[src/lsc_pkg.sv]
// Package: register map, field positions, reset values and timing of the sync control unit
package lsc_pkg;

  // ==========================================================================
  // Register byte addresses
  // ==========================================================================
  localparam logic [31:0] STATUS_ADDR  = 32'hFFFF0780; // sync_status_flags, read only
  localparam logic [31:0] CTRL0_ADDR   = 32'hFFFF0784; // sync_control_0
  localparam logic [31:0] TIMER_ADDR   = 32'hFFFF0788; // sync_timer_value, read only
  localparam logic [31:0] EDGE_ADDR    = 32'hFFFF078C; // sync_edge_count_control
  localparam logic [31:0] ICLR_ADDR    = 32'hFFFF0790; // interrupt clear, write only
  localparam logic [31:0] IEN_ADDR     = 32'hFFFF0794; // interrupt enable

  // ==========================================================================
  // Reset values
  // ==========================================================================
  localparam logic [15:0] CTRL0_RESET  = 16'h0000;
  localparam logic [7:0]  EDGE_RESET   = 8'h32;      // stop count 3, start count 2
  localparam logic [5:0]  IEN_RESET    = 6'h3F;      // control bits alone gate by default
  localparam logic [15:0] CTRL0_WMASK  = 16'h0F9F;   // bits 15..12 and 6..5 read as zero

  // ==========================================================================
  // sync_control_0 fields
  // ==========================================================================
  localparam int C_RESET      = 0;
  localparam int C_EDGE_CLR   = 1;
  localparam int C_ENABLE     = 2;
  localparam int C_START_IEN  = 3;
  localparam int C_STOP_IEN   = 4;
  localparam int C_STOP_RISE  = 7;
  localparam int C_GATE_UART  = 8;
  localparam int C_TEST_MODE  = 9;
  localparam int C_BRKERR_DIS = 10;
  localparam int C_BRKCMP_DIS = 11;

  // ==========================================================================
  // sync_status_flags fields
  // ==========================================================================
  localparam int S_BRK_CMP    = 0;
  localparam int S_START      = 1;
  localparam int S_STOP       = 2;
  localparam int S_TMR_CMP    = 3;
  localparam int S_BRK_ERR    = 4;
  localparam int S_RST_DONE   = 5;

  // ==========================================================================
  // Timing
  // ==========================================================================
  localparam int CLK_NS       = 8;                   // mclk period at 125 MHz
  localparam int TICK_NS      = 200;                 // 5 MHz sync timebase period
  localparam int TICK_CYC     = TICK_NS / CLK_NS;    // 25 cycles per tick
  localparam logic [11:0] BRK_CMP_TICKS = 12'h800;   // break length threshold in ticks
  localparam logic [15:0] TMR_CMP_VALUE = 16'hFFFF;  // timer compare value

  localparam logic [1:0] RESP_OKAY   = 2'h0;
  localparam logic [1:0] RESP_SLVERR = 2'h2;

endpackage

[src/lsc_sync_control.sv]
// Module: LIN hardware sync control unit with AXI4-Lite register slave
`timescale 1ns/1ns
`default_nettype none
module lsc_sync_control
(
  input  wire logic        mclk,          // 125 MHz clock
  input  wire logic        rst,           // Synchronous reset, active high
  input  wire logic [31:0] s_axi_awaddr,  // Write address
  input  wire logic        s_axi_awvalid, // Write address valid
  output var  logic        s_axi_awready, // Write address ready
  input  wire logic [31:0] s_axi_wdata,   // Write data
  input  wire logic [3:0]  s_axi_wstrb,   // Write byte strobes
  input  wire logic        s_axi_wvalid,  // Write data valid
  output var  logic        s_axi_wready,  // Write data ready
  output var  logic [1:0]  s_axi_bresp,   // Write response
  output var  logic        s_axi_bvalid,  // Write response valid
  input  wire logic        s_axi_bready,  // Write response ready
  input  wire logic [31:0] s_axi_araddr,  // Read address
  input  wire logic        s_axi_arvalid, // Read address valid
  output var  logic        s_axi_arready, // Read address ready
  output var  logic [31:0] s_axi_rdata,   // Read data
  output var  logic [1:0]  s_axi_rresp,   // Read response
  output var  logic        s_axi_rvalid,  // Read data valid
  input  wire logic        s_axi_rready,  // Read data ready
  input  wire logic        linRxd,        // Bus level from transceiver
  output var  logic        linTxd,        // Transmit to transceiver
  input  wire logic        uartTxd,       // UART transmit
  output var  logic        uartRxd,       // UART receive, possibly gated
  input  wire logic        testTxPin,     // Test mode transmit source
  output var  logic        testRxPin,     // Test mode receive copy
  output var  logic        irq            // Level interrupt
);

  // ==========================================================================
  // State
  // ==========================================================================
  logic [15:0] ctrlQ;
  logic [7:0]  edgeQ;
  logic [5:0]  statusQ;
  logic [5:0]  ienQ;
  logic [5:0]  permit;
  logic [5:0]  events;
  logic [5:0]  clrBits;
  logic [4:0]  tickCnt_q;
  logic        tick;
  logic        busPrev_q;
  logic        fallEdge;
  logic        riseEdge;
  logic [3:0]  fallCnt_q;
  logic [3:0]  riseCnt_q;
  logic        running_q;
  logic        syncDone_q;
  logic [15:0] timer_q;
  logic [11:0] lowTicks_q;
  logic        awHeld_q;
  logic        wHeld_q;
  logic [31:0] awAddr_q;
  logic [31:0] wData_q;
  logic [3:0]  wStrb_q;
  logic        doWrite;
  logic        unitOn;
  logic [3:0]  stopCnt;
  logic        startHit;
  logic        stopHit;

  // ==========================================================================
  // AXI4-Lite write channel
  // ==========================================================================
  // Address and data are taken independently and held until both are here
  assign doWrite = awHeld_q && wHeld_q && !s_axi_bvalid;

  always_ff @(posedge mclk)
  begin
    if (rst)
    begin
      awHeld_q      <= 1'b0;
      wHeld_q       <= 1'b0;
      awAddr_q      <= 32'h0000_0000;
      wData_q       <= 32'h0000_0000;
      wStrb_q       <= 4'h0;
      s_axi_awready <= 1'b0;
      s_axi_wready  <= 1'b0;
      s_axi_bvalid  <= 1'b0;
      s_axi_bresp   <= lsc_pkg::RESP_OKAY;
    end
    else
    begin
      s_axi_awready <= !awHeld_q && !(s_axi_awvalid && s_axi_awready);
      s_axi_wready  <= !wHeld_q && !(s_axi_wvalid && s_axi_wready);
      if (s_axi_awvalid && s_axi_awready)
      begin
        awHeld_q <= 1'b1;
        awAddr_q <= s_axi_awaddr;
      end
      if (s_axi_wvalid && s_axi_wready)
      begin
        wHeld_q <= 1'b1;
        wData_q <= s_axi_wdata;
        wStrb_q <= s_axi_wstrb;
      end
      if (doWrite)
      begin
        awHeld_q     <= 1'b0;
        wHeld_q      <= 1'b0;
        s_axi_bvalid <= 1'b1;
        case (awAddr_q)
          lsc_pkg::CTRL0_ADDR, lsc_pkg::EDGE_ADDR,
          lsc_pkg::ICLR_ADDR,  lsc_pkg::IEN_ADDR: s_axi_bresp <= lsc_pkg::RESP_OKAY;
          default:                                 s_axi_bresp <= lsc_pkg::RESP_SLVERR;
        endcase
      end
      else if (s_axi_bvalid && s_axi_bready)
      begin
        s_axi_bvalid <= 1'b0;
      end
    end
  end

  // ==========================================================================
  // AXI4-Lite read channel
  // ==========================================================================
  // One read at a time; data captured the edge the address is taken
  always_ff @(posedge mclk)
  begin
    if (rst)
    begin
      s_axi_arready <= 1'b0;
      s_axi_rvalid  <= 1'b0;
      s_axi_rdata   <= 32'h0000_0000;
      s_axi_rresp   <= lsc_pkg::RESP_OKAY;
    end
    else
    begin
      s_axi_arready <= !s_axi_rvalid && !(s_axi_arvalid && s_axi_arready);
      if (s_axi_arvalid && s_axi_arready)
      begin
        s_axi_rvalid <= 1'b1;
        s_axi_rresp  <= lsc_pkg::RESP_OKAY;
        case (s_axi_araddr)
          lsc_pkg::STATUS_ADDR: s_axi_rdata <= {26'h0, statusQ};
          lsc_pkg::CTRL0_ADDR:  s_axi_rdata <= {16'h0, ctrlQ};
          lsc_pkg::TIMER_ADDR:  s_axi_rdata <= {16'h0, timer_q};
          lsc_pkg::EDGE_ADDR:   s_axi_rdata <= {24'h0, edgeQ};
          lsc_pkg::IEN_ADDR:    s_axi_rdata <= {26'h0, ienQ};
          lsc_pkg::ICLR_ADDR:   s_axi_rdata <= 32'h0000_0000;
          default:
          begin
            s_axi_rdata <= 32'h0000_0000;
            s_axi_rresp <= lsc_pkg::RESP_SLVERR;
          end
        endcase
      end
      else if (s_axi_rvalid && s_axi_rready)
      begin
        s_axi_rvalid <= 1'b0;
      end
    end
  end

  // ==========================================================================
  // Control, edge count and interrupt enable registers
  // ==========================================================================
  // Reset bit is only a one-cycle command, so it drops the edge after it is seen
  always_ff @(posedge mclk)
  begin
    if (rst)
    begin
      ctrlQ <= lsc_pkg::CTRL0_RESET;
      edgeQ <= lsc_pkg::EDGE_RESET;
      ienQ  <= lsc_pkg::IEN_RESET;
    end
    else
    begin
      ctrlQ[lsc_pkg::C_RESET] <= 1'b0;
      if (doWrite && awAddr_q == lsc_pkg::CTRL0_ADDR)
      begin
        // Reserved positions are not stored, so they always read zero
        if (wStrb_q[0])
          ctrlQ[7:0]  <= wData_q[7:0] & lsc_pkg::CTRL0_WMASK[7:0];
        if (wStrb_q[1])
          ctrlQ[15:8] <= wData_q[15:8] & lsc_pkg::CTRL0_WMASK[15:8];
      end
      if (doWrite && awAddr_q == lsc_pkg::EDGE_ADDR && wStrb_q[0])
        edgeQ <= wData_q[7:0];
      if (doWrite && awAddr_q == lsc_pkg::IEN_ADDR && wStrb_q[0])
        ienQ <= wData_q[5:0];
    end
  end

  // ==========================================================================
  // 5 MHz timebase and bus edge detection
  // ==========================================================================
  // The timebase is a tick enable, so the whole unit stays in one domain
  assign tick     = (tickCnt_q == 5'(lsc_pkg::TICK_CYC - 1));
  assign fallEdge = busPrev_q && !linRxd;
  assign riseEdge = !busPrev_q && linRxd;
  assign unitOn   = ctrlQ[lsc_pkg::C_ENABLE];
  assign stopCnt  = edgeQ[7:4];
  assign startHit = unitOn && fallEdge && (fallCnt_q + 4'h1 == edgeQ[3:0]);
  assign stopHit  = unitOn && running_q &&
                    (ctrlQ[lsc_pkg::C_STOP_RISE] ? (riseEdge && riseCnt_q + 4'h1 == stopCnt)
                                                 : (fallEdge && fallCnt_q + 4'h1 == stopCnt));

  always_ff @(posedge mclk)
  begin
    if (rst || ctrlQ[lsc_pkg::C_RESET])
      tickCnt_q <= 5'h00;
    else
      tickCnt_q <= tick ? 5'h00 : tickCnt_q + 5'h01;
  end

  always_ff @(posedge mclk)
  begin
    if (rst)
      busPrev_q <= 1'b1;
    else
      busPrev_q <= linRxd;
  end

  // ==========================================================================
  // Edge counters
  // ==========================================================================
  // Cleared after a stop; the sync byte's later edges are then counted again from zero
  always_ff @(posedge mclk)
  begin
    if (rst || ctrlQ[lsc_pkg::C_RESET] || ctrlQ[lsc_pkg::C_EDGE_CLR] || !unitOn || stopHit)
    begin
      fallCnt_q <= 4'h0;
      riseCnt_q <= 4'h0;
    end
    else
    begin
      if (fallEdge && fallCnt_q != 4'hF)
        fallCnt_q <= fallCnt_q + 4'h1;
      if (riseEdge && riseCnt_q != 4'hF)
        riseCnt_q <= riseCnt_q + 4'h1;
    end
  end

  // ==========================================================================
  // Sync timer and break timer
  // ==========================================================================
  always_ff @(posedge mclk)
  begin
    if (rst || ctrlQ[lsc_pkg::C_RESET])
    begin
      running_q <= 1'b0;
      timer_q   <= 16'h0000;
    end
    else if (!unitOn)
      running_q <= 1'b0;
    else if (stopHit)
      running_q <= 1'b0;
    else if (startHit)
    begin
      running_q <= 1'b1;
      timer_q   <= 16'h0000;
    end
    else if (running_q && tick)
      timer_q <= timer_q + 16'h0001;
  end

  // Low time of the bus, measured in ticks; saturates at overflow
  always_ff @(posedge mclk)
  begin
    if (rst || ctrlQ[lsc_pkg::C_RESET] || !unitOn || linRxd)
      lowTicks_q <= 12'h000;
    else if (tick && lowTicks_q != 12'hFFF)
      lowTicks_q <= lowTicks_q + 12'h001;
  end

  // Sync byte seen: opens the UART gate until a break reaches the compare threshold
  always_ff @(posedge mclk)
  begin
    if (rst || ctrlQ[lsc_pkg::C_RESET] || events[lsc_pkg::S_BRK_CMP])
      syncDone_q <= 1'b0;
    else if (stopHit)
      syncDone_q <= 1'b1;
  end

  // ==========================================================================
  // Events, sticky status and interrupt
  // ==========================================================================
  always_comb
  begin
    events = 6'h00;
    events[lsc_pkg::S_BRK_CMP]  = unitOn && tick && (lowTicks_q + 12'h001 == lsc_pkg::BRK_CMP_TICKS);
    events[lsc_pkg::S_START]    = startHit;
    events[lsc_pkg::S_STOP]     = stopHit;
    events[lsc_pkg::S_TMR_CMP]  = running_q && tick && (timer_q + 16'h0001 == lsc_pkg::TMR_CMP_VALUE);
    events[lsc_pkg::S_BRK_ERR]  = unitOn && tick && !linRxd && (lowTicks_q == 12'hFFE);
    events[lsc_pkg::S_RST_DONE] = ctrlQ[lsc_pkg::C_RESET];
  end

  // Disable bits mask when set, enable bits pass when set
  always_comb
  begin
    permit = 6'h3F;
    permit[lsc_pkg::S_BRK_CMP] = !ctrlQ[lsc_pkg::C_BRKCMP_DIS];
    permit[lsc_pkg::S_BRK_ERR] = !ctrlQ[lsc_pkg::C_BRKERR_DIS];
    permit[lsc_pkg::S_STOP]    = ctrlQ[lsc_pkg::C_STOP_IEN];
    permit[lsc_pkg::S_START]   = ctrlQ[lsc_pkg::C_START_IEN];
  end

  assign clrBits = (doWrite && awAddr_q == lsc_pkg::ICLR_ADDR && wStrb_q[0]) ? wData_q[5:0] : 6'h00;

  // Set wins over a clear in the same cycle, so no event is lost
  always_ff @(posedge mclk)
  begin
    if (rst)
      statusQ <= 6'h00;
    else if (ctrlQ[lsc_pkg::C_RESET])
      statusQ <= 6'h00 | events;
    else
      statusQ <= (statusQ & ~clrBits) | events;
  end

  always_ff @(posedge mclk)
  begin
    if (rst)
      irq <= 1'b0;
    else
      irq <= |(statusQ & ienQ & permit);
  end

  // ==========================================================================
  // Transceiver and UART routing
  // ==========================================================================
  // Test mode cuts the UART off completely; its receive idles high
  always_ff @(posedge mclk)
  begin
    if (rst)
    begin
      linTxd    <= 1'b1;
      uartRxd   <= 1'b1;
      testRxPin <= 1'b1;
    end
    else if (ctrlQ[lsc_pkg::C_TEST_MODE])
    begin
      linTxd    <= testTxPin;
      testRxPin <= linRxd;
      uartRxd   <= 1'b1;
    end
    else
    begin
      linTxd    <= uartTxd;
      testRxPin <= 1'b1;
      uartRxd   <= (ctrlQ[lsc_pkg::C_GATE_UART] && !syncDone_q) ? 1'b1
                                                                 : linRxd;
    end
  end
endmodule
`default_nettype wire

[config.mk]
export PLATFORM = sky130hd
export DESIGN_NAME = lsc_sync_control
export DESIGN_NICKNAME = d
export VERILOG_FILES = /design/src/lsc_pkg.sv /design/src/lsc_sync_control.sv
export SDC_FILE = /design/constraint.sdc
export NUM_CORES = 1
export LEC_CHECK = 0
export BUFFER_PORTS_ARGS = -buffer_cell sky130_fd_sc_hd__buf_2
export CAP_MARGIN = 30
export CORE_ASPECT_RATIO = 0.7
export CORE_UTILIZATION = 44
export DETAILED_ROUTE_END_ITERATION = 16
export PLACE_DENSITY = 0.79
export SETUP_SLACK_MARGIN = 0.2
export SYNTH_ARGS = -nofsm -noshare
export SYNTH_HDL_FRONTEND = slang
export SYNTH_SLANG_ARGS = --single-unit
[constraint.sdc]
create_clock -name mclk -period 2.46 [get_ports mclk]
set_input_delay 0.123 -clock mclk [delete_from_list [all_inputs] [get_ports mclk]]
set_output_delay 0.123 -clock mclk [all_outputs]
set_load 0.02 [all_outputs]
==> metrics.txt <==
run status=finished clean; H-tree depth=4; Mapped Area=7230 sq um; vias=7069; Synth warnings=0; Post-synth EDFFs=0; area delta synth->final=27.1%; placed instance area=8010 sq um; Final Instance Area=9190 sq um; RD Place Congestion=0.884; most frequent cells after synthesis=dfxtp_1 (149), nand2_1 (131), a21oi_1 (85); Peak VDD IR=0.420 mV; Initial Utilization=0.458; Core Util, Final=0.582; TritonCTS clock tree=done; Max Slew Vio Count=0; Num CTS Buffers=17; DRT antenna net count=0; Setup crit end kind=flop; complex-gate fraction of the synthesized area=0.171; Max-cap violations=0; data arrival time of the worst path=2530 ps; Synth area leaders=dfxtp_1 (41%), nand2_1 (6.8%), a21oi_1 (5.9%); Crit path required time=2800 ps; syn avg cell area=8.57 sq um; Sum Neg Setup Slack=0 ps; pin count of the biggest net entering global routing=91; Synth Area in Adders=0.0156; Rows=38; asr flop ratio synth=0; post-DR wirelength/cell=16.3 um; largest family of logic cells by synthesized area=simple AND/OR/NAND/NOR gates; crit path max fanout=8; mux cell area share after synthesis=0.0351; RSZ-0062 raised after global routing=true; Initial DRT Pass Iterations=6; Final Hold Slack=21.4 ps; Die X=155 um; most common cell in the netlist=dfxtp_1; first-pass GRT wire length=32100 um; f_max=456 MHz; Pwr Density=589 nW/um^2; Unique masters post-synth=71; drt total wl=20200 um; final-report hold violation count=0; Hold WC Path Type=input port to flop; core region area=15800 sq um; Synth top area share=0.412; min cycle time layout=2190 ps; #FFs+latches synth=149; Nets=1127; clk sink count=149; non-filler cells, final=1241; Ports=155; IO Port Bufs=114; DRC=0; Post-Synthesis Cells=844; CTS clk-pin slew, worst paths=60 ps; worst skew pair latency=420 ps; Setup Crit Path Kind=flop to flop; DIE HEIGHT=109 um; P_leak=0.00347 uW; Root Buffer Master=clkbuf_16; GRT Overall Usage=0.241; # setup viols final=0; Synth Area in XOR/XNOR=0.0471; Slew HR=0.399; Synth Flop Type=dfxtp_1; antenna violations before repair=0; Slew @ Worst Pin=902 ps; vias per cell=5.70; placed instance count=1152; crit share post-route=0.891; Post-Synth Simple-Gate Area=0.261; Initial DRC Count=756; Clock Skew=9.40 ps; dpl hpwl=13400 um; CP startpoint kind=flop; antenna cells=0; sequential-to-total area share from yosys stat=0.412; DIE AREA=17000 sq um; clk buf depth=2; layout cell share with drive strength beyond 1=0.207; global route overflow=0; cell taking the most area after synthesis=dfxtp_1; vias in the first global route=6412
-- sequential cells by signal (all words and copies together), names as in the netlist, 2 cells and up --
register     count
lowTicks_q      12
s_axi_rdata     16
riseCnt_q        4
fallCnt_q        4
statusQ          6
ienQ             6
timer_q         16
edgeQ            8
tickCnt_q        5
awAddr_q        32
ctrlQ           10
wStrb_q          2
wData_q         12
-- final timing paths --
kind	from	endpoint	slack [ps]	cells past startpoint
setup / recovery	tickCnt_q[0]$_SDFF_PP0_	statusQ[0]$_SDFF_PP0_	270	7
hold reg to reg	s_axi_rdata[5]$_SDFFE_PP0P_	s_axi_rdata[5]$_SDFFE_PP0P_	450	2
setup reg to reg	tickCnt_q[0]$_SDFF_PP0_	statusQ[0]$_SDFF_PP0_	270	7
hold / removal	rst	s_axi_rdata[7]$_SDFFE_PP0P_	20	2
-- per-stage QoR --
step | worst slack, ps | total power [uW]
after global routing | 169 | 5590
after floorplan | 313 | 2780
after global placement | 158 | 2890
after detailed placement | 76.7 | 2900
final | 269 | 5410
after CTS | 196 | 5410
-- layout make-up --
cell class	instances	area, sq um
multi-input cells	624	3960
clock inverters	13	124
well taps	220	275
inverters	20	75.1
fillers	1304	6600
clock buffers	19	443
flip-flops and latches	149	2990
repair buffers	196	1320
-- power breakdown --
part | leakage, uW | total [uW] | switching, uW | internal, uW
sequential | 0.00121 | 2510 | 41.7 | 2470
clock | 0.000282 | 2500 | 1060 | 1430
combinational | 0.00198 | 410 | 228 | 181
-- cell usage in the layout, fill, tap and decap left out, types with 11 or more instances in the layout --
| cell type | count |
|---|---|
| a32o_1 | 12 |
| nand4_1 | 23 |
| xor2_1 | 15 |
| nand3_1 | 25 |
| nor3_1 | 20 |
| buf_4 | 33 |
| nand2_1 | 131 |
| o21ai_0 | 15 |
| xnor2_1 | 16 |
| a211o_1 | 11 |
| mux2i_1 | 13 |
| dlygate4sd3_1 | 49 |
| buf_2 | 113 |
| inv_1 | 19 |
| a21oi_1 | 84 |
| dfxtp_1 | 144 |
| conb_1 | 18 |
| nor2_1 | 57 |
| and3_1 | 15 |
| clkbuf_16 | 17 |
-- timing repair --
action                                  CTS  global route
hold endpoints to repair                 49             0
resized for setup                         9            12
buffers inserted                          4             4
pin swaps                                 3             2
endpoints found under the setup margin   23            35
hold buffers                             49             0
-- critical path, cell delays in order (launching register included) --
cell and delay [ps]:
dfxtp_1 340, inv_1 70, ha_1 160, and4b_2 360, nand4_1 100, or3_1 350
or4_4 560, a21oi_2 170
-- layer usage --
metal	GRT usage	up-vias	part of all wire
li1	-	3376	-
met1	0.324	3232	0.45
met2	0.368	415	0.43
met3	0.0703	46	0.10
met4	0.0875	0	0.025
met5	0	-	0
-- cell families after synthesis --
family / after synthesis
fa+ha+maj: 9
xor+xnor: 34
compound gates: 184
flops: 149
buf+inv: 88
mux: 19
simple gates: 360
other cells: 1
Note: power is estimated with default switching activity, not from simulation.
